### config.mk
export PLATFORM = sky130hd
export DESIGN_NAME = sync_pulse_trigger
export DESIGN_NICKNAME = d
export VERILOG_FILES = /design/src/shared/sync_trig_pkg.sv /design/src/design/pulse_req_fifo.sv /design/src/design/sync_pulse_trigger.sv /design/src/design/trig_pin_sync.sv
export VERILOG_INCLUDE_DIRS = /design/src /design/src/shared
export SDC_FILE = /design/constraint.sdc
export NUM_CORES = 1
export LEC_CHECK = 0
export ABC_AREA = 1
export BUFFER_PORTS_ARGS = -buffer_cell sky130_fd_sc_hd__buf_4
export CORE_ASPECT_RATIO = 1.75
export CORE_MARGIN = 3
export CORE_UTILIZATION = 24
export CTS_CLUSTER_SIZE = 30
export DETAILED_ROUTE_END_ITERATION = 8
export PLACE_DENSITY = 0.41
export SYNTH_ARGS = -nofsm -noshare
export SYNTH_HDL_FRONTEND = slang
export SYNTH_SLANG_ARGS = --single-unit
### constraint.sdc
create_clock -name sys_clk_i -period 16.32 [get_ports sys_clk_i]
set_clock_uncertainty 0.1 [all_clocks]
set_input_delay 1.632 -clock sys_clk_i [delete_from_list [all_inputs] [get_ports sys_clk_i]]
set_output_delay 1.632 -clock sys_clk_i [all_outputs]
set_load 0.005 [all_outputs]
### src/shared/sync_trig_params.svh
// Purpose: Timing counts, reset values and command codes for the sync
//          pulse trigger and upstream buffer block.
// Assumes: 40 MHz system clock.
// Notes:   Definitions only.
`ifndef SYNC_TRIG_PARAMS_SVH
`define SYNC_TRIG_PARAMS_SVH

`define CLK_PERIOD_NS     25
`define US_IN_NS          1000
// Cycles per microsecond tick, derived from the clock period
`define CYC_PER_US        (`US_IN_NS / `CLK_PERIOD_NS)
`define US_DIV_W          6

`define UDB_BITS          64
`define UDB_WORD_W        16
`define UDB_IDX_W         2
`define MSG_LEN_W         7
`define TIMER_W           16

`define FIFO_DEPTH        4

// Device control register values that reset one channel's buffer
`define DCR_W             16
`define DCR_RESET_CH1     16'h00ff
`define DCR_RESET_CH2     16'hff00

// Reset values of the per-channel configuration
`define CFG_MSG_LEN_RST   7'h00
`define CFG_INTERVAL_RST  16'h0000
`define CFG_ENC_PW_RST    1'h0

`endif

### src/shared/sync_trig_pkg.sv
// Purpose: Types shared by the sync pulse trigger design.
// Assumes: Constants come from sync_trig_params.svh.
// Notes:   Packed carriers only.
`include "sync_trig_params.svh"

package sync_trig_pkg;

    typedef enum logic [2:0] {
        TRIG_SPI       = 3'b000,
        TRIG_SPI_BUF   = 3'b001,
        TRIG_PIN       = 3'b010,
        TRIG_PIN_BUF   = 3'b011,
        TRIG_TIMER     = 3'b100
    } trig_mode_e;

    typedef struct packed {
        trig_mode_e                  mode;
        logic                        enc_pw;
        logic [`MSG_LEN_W-1:0]       msg_len;
        logic [`TIMER_W-1:0]         interval_us;
    } chan_cfg_s;

    typedef struct packed {
        logic                        buf_wr;
        logic [`UDB_IDX_W-1:0]       buf_idx;
        logic [`UDB_WORD_W-1:0]      buf_data;
        logic                        confirm;
        logic                        spi_trig;
        logic                        spi_trig_long;
        logic                        fault_clr;
    } host_cmd_s;

endpackage : sync_trig_pkg

### src/design/pulse_req_fifo.sv
// Purpose: Small FIFO of pulse requests toward the pulse generator.
// Assumes: Single clock, pushes ignored when full.
// Notes:   Depth need not be a power of two.
`timescale 1ns/1ps
`default_nettype none

module pulse_req_fifo #(
    parameter int WIDTH = 1,
    parameter int DEPTH = 4
) (
    input  wire logic             clk_i,
    input  wire logic             rst_i,
    input  wire logic             in_valid_i,
    output logic                  in_ready_o,
    input  wire logic [WIDTH-1:0] in_data_i,
    output logic                  out_valid_o,
    input  wire logic             out_ready_i,
    output logic [WIDTH-1:0]      out_data_o
);
    localparam int PW = (DEPTH > 1) ? $clog2(DEPTH) : 1;
    localparam logic [PW-1:0] LAST = PW'(DEPTH - 1);
    localparam logic [PW:0]   FULL = (PW + 1)'(DEPTH);

    logic [WIDTH-1:0] mem_r [DEPTH];
    logic [PW-1:0]    wr_ptr_r;
    logic [PW-1:0]    rd_ptr_r;
    logic [PW:0]      cnt_r;

    wire push = in_valid_i & in_ready_o;
    wire pop  = out_valid_o & out_ready_i;

    assign in_ready_o  = (cnt_r != FULL);
    assign out_valid_o = (cnt_r != '0);
    assign out_data_o  = mem_r[rd_ptr_r];

    always_ff @(posedge clk_i) begin
        if (push) begin
            mem_r[wr_ptr_r] <= in_data_i;
        end
    end

    always_ff @(posedge clk_i or posedge rst_i) begin
        if (rst_i) begin
            wr_ptr_r <= '0;
            rd_ptr_r <= '0;
            cnt_r    <= '0;
        end else begin
            if (push) begin
                wr_ptr_r <= (wr_ptr_r == LAST) ? '0 : wr_ptr_r + 1'b1;
            end
            if (pop) begin
                rd_ptr_r <= (rd_ptr_r == LAST) ? '0 : rd_ptr_r + 1'b1;
            end
            cnt_r <= cnt_r + (PW + 1)'(push) - (PW + 1)'(pop);
        end
    end

endmodule : pulse_req_fifo

`default_nettype wire

### src/design/sync_pulse_trigger.sv
// Purpose: Per-channel sync pulse trigger generation with upstream
//          shift buffers, busy and fault flags, interval filtering.
// Assumes: Host commands arrive as one-cycle pulses on sys_clk_i.
// Notes:   Two channels, fully independent except the timer delay.
`timescale 1ns/1ps
`default_nettype none

`include "sync_trig_params.svh"

module sync_pulse_trigger
    import sync_trig_pkg::*;
#(
    parameter int NCH        = 2,
    parameter int FIFO_DEPTH = `FIFO_DEPTH
) (
    input  wire logic                    sys_clk_i,
    input  wire logic                    rst_i,
    input  wire logic [NCH-1:0]          cfg_wr_i,
    input  wire chan_cfg_s [NCH-1:0]     cfg_i,
    input  wire host_cmd_s [NCH-1:0]     cmd_i,
    input  wire logic                    dev_ctrl_wr_i,
    input  wire logic [`DCR_W-1:0]       dev_ctrl_data_i,
    input  wire logic [`TIMER_W-1:0]     chan_delay_us_i,
    input  wire logic [NCH-1:0]          sync_pin_i,
    input  wire logic [NCH-1:0]          pulse_ready_i,
    input  wire logic [NCH-1:0]          gen_active_i,
    output logic [NCH-1:0]               pulse_valid_o,
    output logic [NCH-1:0]               pulse_long_o,
    output logic [NCH-1:0]               pulse_hold_o,
    output logic [NCH-1:0]               rx_freeze_o,
    output logic [NCH-1:0]               busy_o,
    output logic [NCH-1:0]               fault_o,
    output logic [NCH-1:0]               mode_buffered_o
);

    localparam logic [`US_DIV_W-1:0] US_LAST = `US_DIV_W'(`CYC_PER_US - 1);

    // Reset code for one channel's buffer
    function automatic logic [`DCR_W-1:0] chan_reset_code(input int ch);
        chan_reset_code = (ch == 0) ? `DCR_RESET_CH1 : `DCR_RESET_CH2;
    endfunction : chan_reset_code

    // Buffered modes take their pulse type from the shift buffer
    function automatic logic is_buffered(input trig_mode_e m);
        is_buffered = (m == TRIG_SPI_BUF) || (m == TRIG_PIN_BUF) ||
                      (m == TRIG_TIMER);
    endfunction : is_buffered

    // Microsecond tick shared by interval and delay timers
    logic [`US_DIV_W-1:0] us_div_r;
    logic                 us_tick_r;

    always_ff @(posedge sys_clk_i or posedge rst_i) begin
        if (rst_i) begin
            us_div_r  <= '0;
            us_tick_r <= 1'b0;
        end else begin
            us_div_r  <= (us_div_r == US_LAST) ? '0 : us_div_r + 1'b1;
            us_tick_r <= (us_div_r == US_LAST);
        end
    end

    // Per-channel signals visible to the delay logic
    logic [NCH-1:0] tmr_fire;
    logic [NCH-1:0] tmr_accept;
    logic [NCH-1:0] in_timer;

    // Inter-channel delay: channel 2 fires this long after channel 1
    logic [`TIMER_W-1:0] dly_cnt_r;
    logic                dly_run_r;
    logic                kick_pend_r;

    wire dly_start = tmr_accept[0] & in_timer[0];
    wire dly_done  = dly_run_r & us_tick_r & (dly_cnt_r <= `TIMER_W'(1));
    wire dly_zero  = dly_start & (chan_delay_us_i == '0);
    wire lockstep  = in_timer[0] & in_timer[NCH-1];

    always_ff @(posedge sys_clk_i or posedge rst_i) begin
        if (rst_i) begin
            dly_cnt_r   <= '0;
            dly_run_r   <= 1'b0;
            kick_pend_r <= 1'b0;
        end else begin
            if (dly_start) begin
                dly_cnt_r <= chan_delay_us_i;
                dly_run_r <= (chan_delay_us_i != '0);
            end else if (dly_run_r && us_tick_r) begin
                dly_cnt_r <= dly_cnt_r - 1'b1;
                dly_run_r <= ~dly_done;
            end
            // A kick left over from a lone channel 1 run must not leak
            if ((dly_done || dly_zero) && lockstep) begin
                kick_pend_r <= 1'b1;
            end else if (tmr_accept[NCH-1] || !lockstep) begin
                kick_pend_r <= 1'b0;
            end
        end
    end

    genvar g;
    generate
        for (g = 0; g < NCH; g++) begin : g_ch
            chan_cfg_s                  cfg_r;
            logic [`UDB_BITS-1:0]       buf_r;
            logic [`UDB_BITS-1:0]       buf_nxt;
            logic [`MSG_LEN_W-1:0]      left_r;
            logic [`MSG_LEN_W-1:0]      left_nxt;
            logic                       busy_r;
            logic                       busy_nxt;
            logic                       fault_r;
            logic [`TIMER_W-1:0]        tmr_r;
            logic                       out_valid_r;
            logic                       out_long_r;
            logic                       hold_r;
            logic                       freeze_r;
            logic                       bufd_r;
            logic                       pin_lvl;
            logic                       pin_rise;
            logic                       fifo_in_ready;
            logic                       fifo_out_valid;
            logic                       fifo_out_long;
            logic                       fifo_rd_ready;

            trig_pin_sync u_pin (
                .clk_i   (sys_clk_i),
                .rst_i   (rst_i),
                .pin_i   (sync_pin_i[g]),
                .level_o (pin_lvl),
                .rise_o  (pin_rise)
            );

            // Mode decode
            wire mode_spi   = (cfg_r.mode == TRIG_SPI) ||
                              (cfg_r.mode == TRIG_SPI_BUF);
            wire mode_pin   = (cfg_r.mode == TRIG_PIN) ||
                              (cfg_r.mode == TRIG_PIN_BUF);
            wire buffered   = is_buffered(cfg_r.mode);
            assign in_timer[g] = (cfg_r.mode == TRIG_TIMER);

            // Interval window closed means a trigger is filtered out
            wire window_open = (tmr_r == '0);

            // Channel 2 follows channel 1 by the delay when both run timers
            wire own_fire    = in_timer[g] & window_open;
            assign tmr_fire[g] = (g != 0 && lockstep) ? kick_pend_r
                                                      : own_fire;

            wire ext_req  = (mode_spi & cmd_i[g].spi_trig) |
                            (mode_pin & pin_rise);
            wire trig_req = in_timer[g] ? tmr_fire[g]
                                        : (ext_req & window_open);

            // Timer requests wait for room; external ones are refused
            wire accept  = trig_req & fifo_in_ready;
            wire refused = ext_req & window_open & ~fifo_in_ready;
            assign tmr_accept[g] = accept;

            // Confirmed data present decides whether a bit is consumed
            wire use_bit = buffered & busy_r;
            wire bit_out = buf_r[0];
            wire gap     = use_bit & ~cfg_r.enc_pw & ~bit_out;
            wire bit_long = use_bit & cfg_r.enc_pw & bit_out;

            // Unbuffered SPI carries its own type, pin starts short
            wire req_long = buffered ? bit_long
                          : (mode_spi & cmd_i[g].spi_trig_long);
            wire emit     = accept & ~gap;
            wire shift    = accept & use_bit;

            wire ch_reset = dev_ctrl_wr_i &
                            (dev_ctrl_data_i == chan_reset_code(g));
            wire wr_ok    = cmd_i[g].buf_wr & ~busy_r;
            wire wr_bad   = cmd_i[g].buf_wr & busy_r;
            wire confirm  = cmd_i[g].confirm & ~busy_r &
                            (cfg_r.msg_len != '0);
            wire fault_set = wr_bad | refused;

            always_comb begin
                buf_nxt  = buf_r;
                left_nxt = left_r;
                busy_nxt = busy_r;
                if (ch_reset) begin
                    buf_nxt  = '0;
                    left_nxt = '0;
                    busy_nxt = 1'b0;
                end else begin
                    if (wr_ok) begin
                        buf_nxt[cmd_i[g].buf_idx*`UDB_WORD_W +: `UDB_WORD_W]
                            = cmd_i[g].buf_data;
                    end
                    if (confirm) begin
                        left_nxt = cfg_r.msg_len;
                        busy_nxt = 1'b1;
                    end
                    if (shift) begin
                        buf_nxt  = {1'b0, buf_r[`UDB_BITS-1:1]};
                        left_nxt = left_r - 1'b1;
                        busy_nxt = (left_r != `MSG_LEN_W'(1));
                    end
                end
            end

            always_ff @(posedge sys_clk_i or posedge rst_i) begin
                if (rst_i) begin
                    cfg_r.mode        <= TRIG_PIN;
                    cfg_r.enc_pw      <= `CFG_ENC_PW_RST;
                    cfg_r.msg_len     <= `CFG_MSG_LEN_RST;
                    cfg_r.interval_us <= `CFG_INTERVAL_RST;
                end else if (cfg_wr_i[g]) begin
                    cfg_r <= cfg_i[g];
                end
            end

            always_ff @(posedge sys_clk_i or posedge rst_i) begin
                if (rst_i) begin
                    buf_r  <= '0;
                    left_r <= '0;
                    busy_r <= 1'b0;
                end else begin
                    buf_r  <= buf_nxt;
                    left_r <= left_nxt;
                    busy_r <= busy_nxt;
                end
            end

            // Set wins over a clear in the same cycle
            always_ff @(posedge sys_clk_i or posedge rst_i) begin
                if (rst_i) begin
                    fault_r <= 1'b0;
                end else if (fault_set) begin
                    fault_r <= 1'b1;
                end else if (cmd_i[g].fault_clr) begin
                    fault_r <= 1'b0;
                end
            end

            // Interval reload on every accepted request
            always_ff @(posedge sys_clk_i or posedge rst_i) begin
                if (rst_i) begin
                    tmr_r <= '0;
                end else if (accept) begin
                    tmr_r <= cfg_r.interval_us;
                end else if (us_tick_r && tmr_r != '0) begin
                    tmr_r <= tmr_r - 1'b1;
                end
            end

            pulse_req_fifo #(
                .WIDTH (1),
                .DEPTH (FIFO_DEPTH)
            ) u_fifo (
                .clk_i       (sys_clk_i),
                .rst_i       (rst_i),
                .in_valid_i  (emit),
                .in_ready_o  (fifo_in_ready),
                .in_data_i   (req_long),
                .out_valid_o (fifo_out_valid),
                .out_ready_i (fifo_rd_ready),
                .out_data_o  (fifo_out_long)
            );

            // Output stage keeps every port on a flip-flop
            assign fifo_rd_ready = ~out_valid_r | pulse_ready_i[g];

            always_ff @(posedge sys_clk_i or posedge rst_i) begin
                if (rst_i) begin
                    out_valid_r <= 1'b0;
                    out_long_r  <= 1'b0;
                end else if (fifo_rd_ready) begin
                    out_valid_r <= fifo_out_valid;
                    out_long_r  <= fifo_out_long;
                end
            end

            // Pin length extends the pulse only without the buffer
            always_ff @(posedge sys_clk_i or posedge rst_i) begin
                if (rst_i) begin
                    hold_r   <= 1'b0;
                    freeze_r <= 1'b0;
                    bufd_r   <= 1'b0;
                end else begin
                    bufd_r   <= buffered;
                    hold_r   <= (cfg_r.mode == TRIG_PIN) & pin_lvl;
                    freeze_r <= gen_active_i[g] |
                                (out_valid_r & pulse_ready_i[g]);
                end
            end

            // Each channel drives only its own bit
            assign pulse_valid_o[g]   = out_valid_r;
            assign pulse_long_o[g]    = out_long_r;
            assign pulse_hold_o[g]    = hold_r;
            assign rx_freeze_o[g]     = freeze_r;
            assign busy_o[g]          = busy_r;
            assign fault_o[g]         = fault_r;
            assign mode_buffered_o[g] = bufd_r;
        end
    endgenerate

endmodule : sync_pulse_trigger

`default_nettype wire

### src/design/trig_pin_sync.sv
// Purpose: Synchronise and filter one external trigger pin.
// Assumes: Pin is asynchronous to sys_clk_i.
// Notes:   A change counts once the second and third stages agree.
`timescale 1ns/1ps
`default_nettype none

module trig_pin_sync (
    input  wire logic clk_i,
    input  wire logic rst_i,
    input  wire logic pin_i,
    output logic      level_o,
    output logic      rise_o
);
    logic s1_r;
    logic s2_r;
    logic s3_r;
    logic level_r;

    // Stage one feeds stage two only
    wire agree     = (s2_r == s3_r);
    wire level_nxt = agree ? s3_r : level_r;

    always_ff @(posedge clk_i or posedge rst_i) begin
        if (rst_i) begin
            s1_r    <= 1'b0;
            s2_r    <= 1'b0;
            s3_r    <= 1'b0;
            level_r <= 1'b0;
            rise_o  <= 1'b0;
        end else begin
            s1_r    <= pin_i;
            s2_r    <= s1_r;
            s3_r    <= s2_r;
            level_r <= level_nxt;
            rise_o  <= level_nxt & ~level_r;
        end
    end

    assign level_o = level_r;

endmodule : trig_pin_sync

`default_nettype wire

After elaboration in Yosys (flattened, before gate mapping) --
Memories as Yosys holds them, arrays and structs flattened. A register that Yosys moved wholly into a read port is not among the register bits. Index checks and enable logic that the tools add are counted.
Word-level totals: register bits after elaboration 289, bits in latches 0, RAM bits 8, ROM bits 0, input port bits 143, word-level logic and storage cells 254, memories kept 2
Memory list:
- g_ch[0].u_fifo.mem_r | depth 4, bits a word 1, read ports 1, clocked after Yosys merged registers in 1, write ports 1, RTL line pulse_req_fifo.sv:24 | logic [WIDTH-1:0] mem_r [DEPTH];
- g_ch[1].u_fifo.mem_r | depth 4, bits a word 1, read ports 1, clocked after Yosys merged registers in 1, write ports 1, RTL line pulse_req_fifo.sv:24
Operators by class: add/sub/neg operators 16, multiply operators 0, divide/modulo/power cells 0, order comparisons 1, eq/ne operators 21, shift operators 4, multiplexer cells 50, bitwise logic cells 76, reduce and logical (&&, ||, !) cells 37
Operators with widths (count):
- two-way mux 64 bit | 6
- bitwise mux 64 bit | 2
- variable shift 16 x 34 -> 64 bit (first input constant) | 2
- indexed part select 16 x 34 -> 64 bit | 2
- two-way mux 16 bit | 6
- negation 6 -> 34 bit | 2
- bitwise AND 1 bit | 53
- logical NOT 16 bit | 3
- nonzero test 16 bit | 3
- subtractor 16 x 1 -> 16 bit (second input constant) | 3
- two-way mux 7 bit | 6
- two-way mux 1 bit | 25
- nonzero test 3 bit | 6
- equality test 16 bit (second input constant) | 1
- equality test 16 x 8 -> 1 bit (second input constant) | 1
- less-or-equal comparator 16 x 1 -> 1 bit (second input constant) | 1
- inverter 1 bit | 15
- inequality test 7 x 1 -> 1 bit (second input constant) | 2
- nonzero test 7 bit | 2
- subtractor 7 x 1 -> 7 bit (second input constant) | 2
- equality test 3 x 2 -> 1 bit (second input constant) | 4
- nonzero test 2 bit | 6
- logical OR 1 bit | 10
- adder 2 x 1 -> 2 bit (second input constant) | 4
- 15 further kinds | 38

Depth between registers and ports, before layout --
word-level depth 12, gate-level depth with buffers 15, mapped depth without buffers 15

Hierarchy --
From an unflattened synthesis, not the netlist that was laid out.
Second synthesis, totals: cells, all modules 2364, area, all modules 17498.0 sq um
Modules (own cells, without submodules):
- sync_pulse_trigger | times used 1, cells each 2200, area each 15874.0 sq um
- pulse_req_fifo | times used 2, cells each 70, area each 659.4 sq um
- trig_pin_sync | times used 2, cells each 12, area each 152.6 sq um

Worst setup path after synthesis --
OpenSTA, ideal clock, no wires.
path kind input to register, start input cmd_i[25] (netlist bit), end register g_ch[1].u_fifo.cnt_r[2], arrival 3295 ps, data required time 16091 ps, setup slack 12797 ps, stages 13, path buffers 0, cell sequence o21ai_0 > nor2_1 > nand3_1 > nand3_2 > nand2_1 > inv_1 > nand2_1 > inv_1 > ha_1 > inv_1 > fa_1 > xnor2_1 > xor2_1
Between the ends: cells in the longest elaborated chain, start to end 9
Ends and longest elaborated chain:
- start: declaration | RTL line sync_pulse_trigger.sv:20 | input wire host_cmd_s [NCH-1:0] cmd_i,
- bitwise AND 1 bit | RTL line sync_pulse_trigger.sv:148 | wire ext_req = (mode_spi & cmd_i[g].spi_trig) |
- OR 1 bit | RTL line sync_pulse_trigger.sv:148
- bitwise AND 1 bit | RTL line sync_pulse_trigger.sv:151 | : (ext_req & window_open);
- two-way mux 1 bit | RTL line sync_pulse_trigger.sv:150 | wire trig_req = in_timer[g] ? tmr_fire[g]
- bitwise AND 1 bit | RTL line sync_pulse_trigger.sv:154 | wire accept = trig_req & fifo_in_ready;
- bitwise AND 1 bit | RTL line sync_pulse_trigger.sv:167 | wire emit = accept & ~gap;
- bitwise AND 1 bit | RTL line pulse_req_fifo.sv:29 | wire push = in_valid_i & in_ready_o;
- via g_ch[1].u_fifo.push | RTL line pulse_req_fifo.sv:29
- adder 3 x 1 -> 3 bit | RTL line pulse_req_fifo.sv:54 | cnt_r <= cnt_r + (PW + 1)'(push) - (PW + 1)'(pop);
- subtractor 3 x 1 -> 3 bit | RTL line pulse_req_fifo.sv:54
- end signal: assignment | RTL line pulse_req_fifo.sv:54
- end: declaration | RTL line pulse_req_fifo.sv:27 | logic [PW:0] cnt_r;
The timed path passes the listed nets, and every way through them passes these cells. A chain may end at the register's enable or synchronous reset.

Worst setup path in the final report --
Ends and elaborated chain as after synthesis.

==> flow_metrics.tcl <==
set metrics [dict create \
    status "finished clean" \
    synthTopCellsByCount "773 x nand2_1, 289 x dfrtp_1, 242 x nand3_1" \
    worst_slack_ns 11.60 \
    synth.most_common_cell "nand2_1" \
    grt.overflow.total 0 \
    min-delay-path-class "reg2reg" \
    ys_ff_latch 299 \
    cap_violations 0 \
    core-area_mm2 0.0698 \
    port_buffers 156 \
    synth-edff-count 8 \
    die_width_um 207 \
    grt.total_usage 0.146 \
    path_depth 15 \
    syn_nets 2470 \
    place_ws_ns 10.99 \
    rr_worst_depth 16 \
    grt_pass1_vias 16000 \
    htreeDepth 2 \
    postCtsSetupBuffers 0 \
    clk_latency_ns 0.55 \
    first_pass_iters 5 \
    critical_path_required_ns 16.70 \
    cts_buffers 36 \
    grt_max_degree 99 \
    crit_type "in2reg" \
    postLayoutCellArea_mm2 0.0201 \
    synthToLayoutAreaGrowth_pct 18.0 \
    pwr-share-seq 0.413 \
    grt_pass1_wl_um 88000 \
    seq_area_frac_synth 0.443 \
    power_density_mw_per_mm2 102 \
    worstHoldStart "g_ch[1].u_pin.s1_r" \
    synth_top_area_frac 0.426 \
    routed-via-count 15300 \
    critPathLaunch "cmd_i[25]" \
    path_clk_slew_ns 0.06 \
    start_util 0.243 \
    period_share 0.289 \
    fp.dieH_um 358 \
    hpwl_um 38300 \
    crit_top_cell "inv_1" \
    cts-resized-gates 0 \
    p_int_mw 1.45 \
    viasPerCell 4.62 \
    antenna_found_initial 0 \
    cts_tree "yes" \
    ir_worst_vdd_mv 0.0620 \
    holdPathStages 0 \
    pwr-share-comb 0.154 \
    critPathBufInv 5 \
    gp_congestion 0.827 \
    rsz0062_at_grt "no" \
    rr_startpoint "g_ch[0].cfg_r[25]" \
    yosysWarnings 0 \
    cp-start-kind "primary input" \
    synthCells 2293 \
    routedWlPerCell_um 16.6 \
    synth_area_leaders "dfrtp_1 43%, nand2_1 17%, nand3_1 7.1%" \
    ios 157 \
    path_max_fanout 72 \
    min_period_ns 4.72 \
    clock_tree.root_cell "clkbuf_16" \
    path_delay_family "buffers and inverters" \
    endpoint_kind "flip-flop" \
    fp-row-count 128 \
    min_to "g_ch[1].u_pin.s2_r" \
    antenna_left 0 \
    crit_path_top_delay_cell "buf_4" \
    cellLeakagePower_nw 10.2 \
    finalHoldViolations 0 \
    slew_headroom 0.336 \
    cts-hold-fix-buffers 0 \
    finalWirelength_um 55000 \
    finalSetupTns_ns 0 \
    clockBufferDepth 3 \
    die_area_mm2 0.0741 \
    synth.distinct_cells 50 \
    drt_iter0_markers 889 \
    max_freq_mhz 212 \
    path_cells "buf_4, o21ai_0, nor2_1, nand3_1, nand3_2, buf_4, nand2_1, inv_1, nand2_1, inv_1, ha_1, inv_1, fa_1, xnor2_1, xor2_1" \
    dpl_cell_area_mm2 0.0188 \
    synth_area_mm2 0.0170 \
    p_clk_frac 0.433 \
    switchingPower_uw 597 \
    drive_above_1_share 0.124 \
    drc 0 \
    cpPeakStageDelay_ns 0.64 \
    cp.arrival_ns 5.10 \
    finalSetupViolations 0 \
    cts_sinks 299 \
    num_antenna_cells 0 \
    yosys_most_used_dff "dfrtp_1" \
    timing.hold.ws_ns 0.250 \
    worst_r2r_endpoint "g_ch[1].u_fifo.cnt_r[2]" \
    syn_avg_cell_area_um2 7.41 \
    finalNetCount 2551 \
    r2r_setup_slack_ns 11.90 \
    async_flop_share 0.973 \
    maxSlewViolCount 0 \
    post-synth-top-area-cell "dfrtp_1" \
    swShare 0.291 \
    tightest_slew_ns 0.996 \
]
through the flow:
step,utilization,cells,power (mW)
6_report,0.287,3312,2.05
5_1_grt,0.287,3312,2.16
4_1_cts,0.287,3312,2.09
3_5_place_dp,0.269,3246,1.18
3_3_place_gp,0.269,3246,1.18
2_1_floorplan,-,2293,1.06
cell type report:
cell class                      instances  area [um^2]
Inverter                              208          788
Sequential cell                       299         7520
Timing Repair Buffer                  167         1250
Multi-Input combinational cell       1662         8080
Tap cell                              910         1140
Fill cell                            7661        49800
Clock buffer                           49         1020
Clock inverter                         17          249
power by group through the flow:
stage | logic (mW) | registers [mW] | clock network (mW)
6_report | 0.315 | 0.845 | 0.887
5_1_grt | 0.358 | 0.854 | 0.950
4_1_cts | 0.321 | 0.846 | 0.926
3_5_place_dp | 0.319 | 0.859 | 0
3_3_place_gp | 0.317 | 0.859 | 0
2_1_floorplan | 0.213 | 0.846 | 0
layout by cell type (no fill, tap or decap), types with 31 or more instances in the layout:
master,count
ha_1,32
xor2_1,31
dfrtp_1,289
clkbuf_16,37
buf_4,167
nand2_1,773
nand3_1,240
inv_1,191
nand4_1,112
o21ai_0,71
nor2_1,220
flip-flops by register name, indices dropped and copies added (netlist names), 4 cells and up:
signal / flops
g_ch.cfg_r: 54
g_ch.buf_r: 128
g_ch.u_fifo.rd_ptr_r: 4
g_ch.left_r: 14
dly_cnt_r: 16
g_ch.u_fifo.wr_ptr_r: 4
g_ch.u_fifo.cnt_r: 6
g_ch.tmr_r: 32
g_ch.u_fifo.mem_r: 8
us_div_r: 6
logic make-up (layout without fill, tap and decap cells):
family	Yosys count	count (layout)	synth area share
fa+ha+maj	34	34	0.0259
buf+inv	332	441	0.0826
simple gates	1422	1422	0.362
compound gates	138	138	0.0479
xor+xnor	43	43	0.0222
flops	299	299	0.443
mux	25	25	0.0166
worst max path at each step:
stage,to,slack [ns]
2_1_floorplan,dly_cnt_r[0],6.56
3_3_place_gp,g_ch[1].u_fifo.cnt_r[2],11.02
3_5_place_dp,g_ch[1].u_fifo.cnt_r[2],10.99
4_1_cts,g_ch[1].u_fifo.cnt_r[2],11.60
5_1_grt,g_ch[1].u_fifo.cnt_r[2],11.11
6_report,g_ch[1].u_fifo.cnt_r[2],11.60
per-layer routing:
metal	wire, um	up-vias	global-route usage
met5	0	-	0
met4	1760	0	0.0531
met3	2380	87	0.0239
met2	27800	359	0.263
met1	23000	7290	0.176
li1	-	7559	-
(Power assumes the default switching activity.)
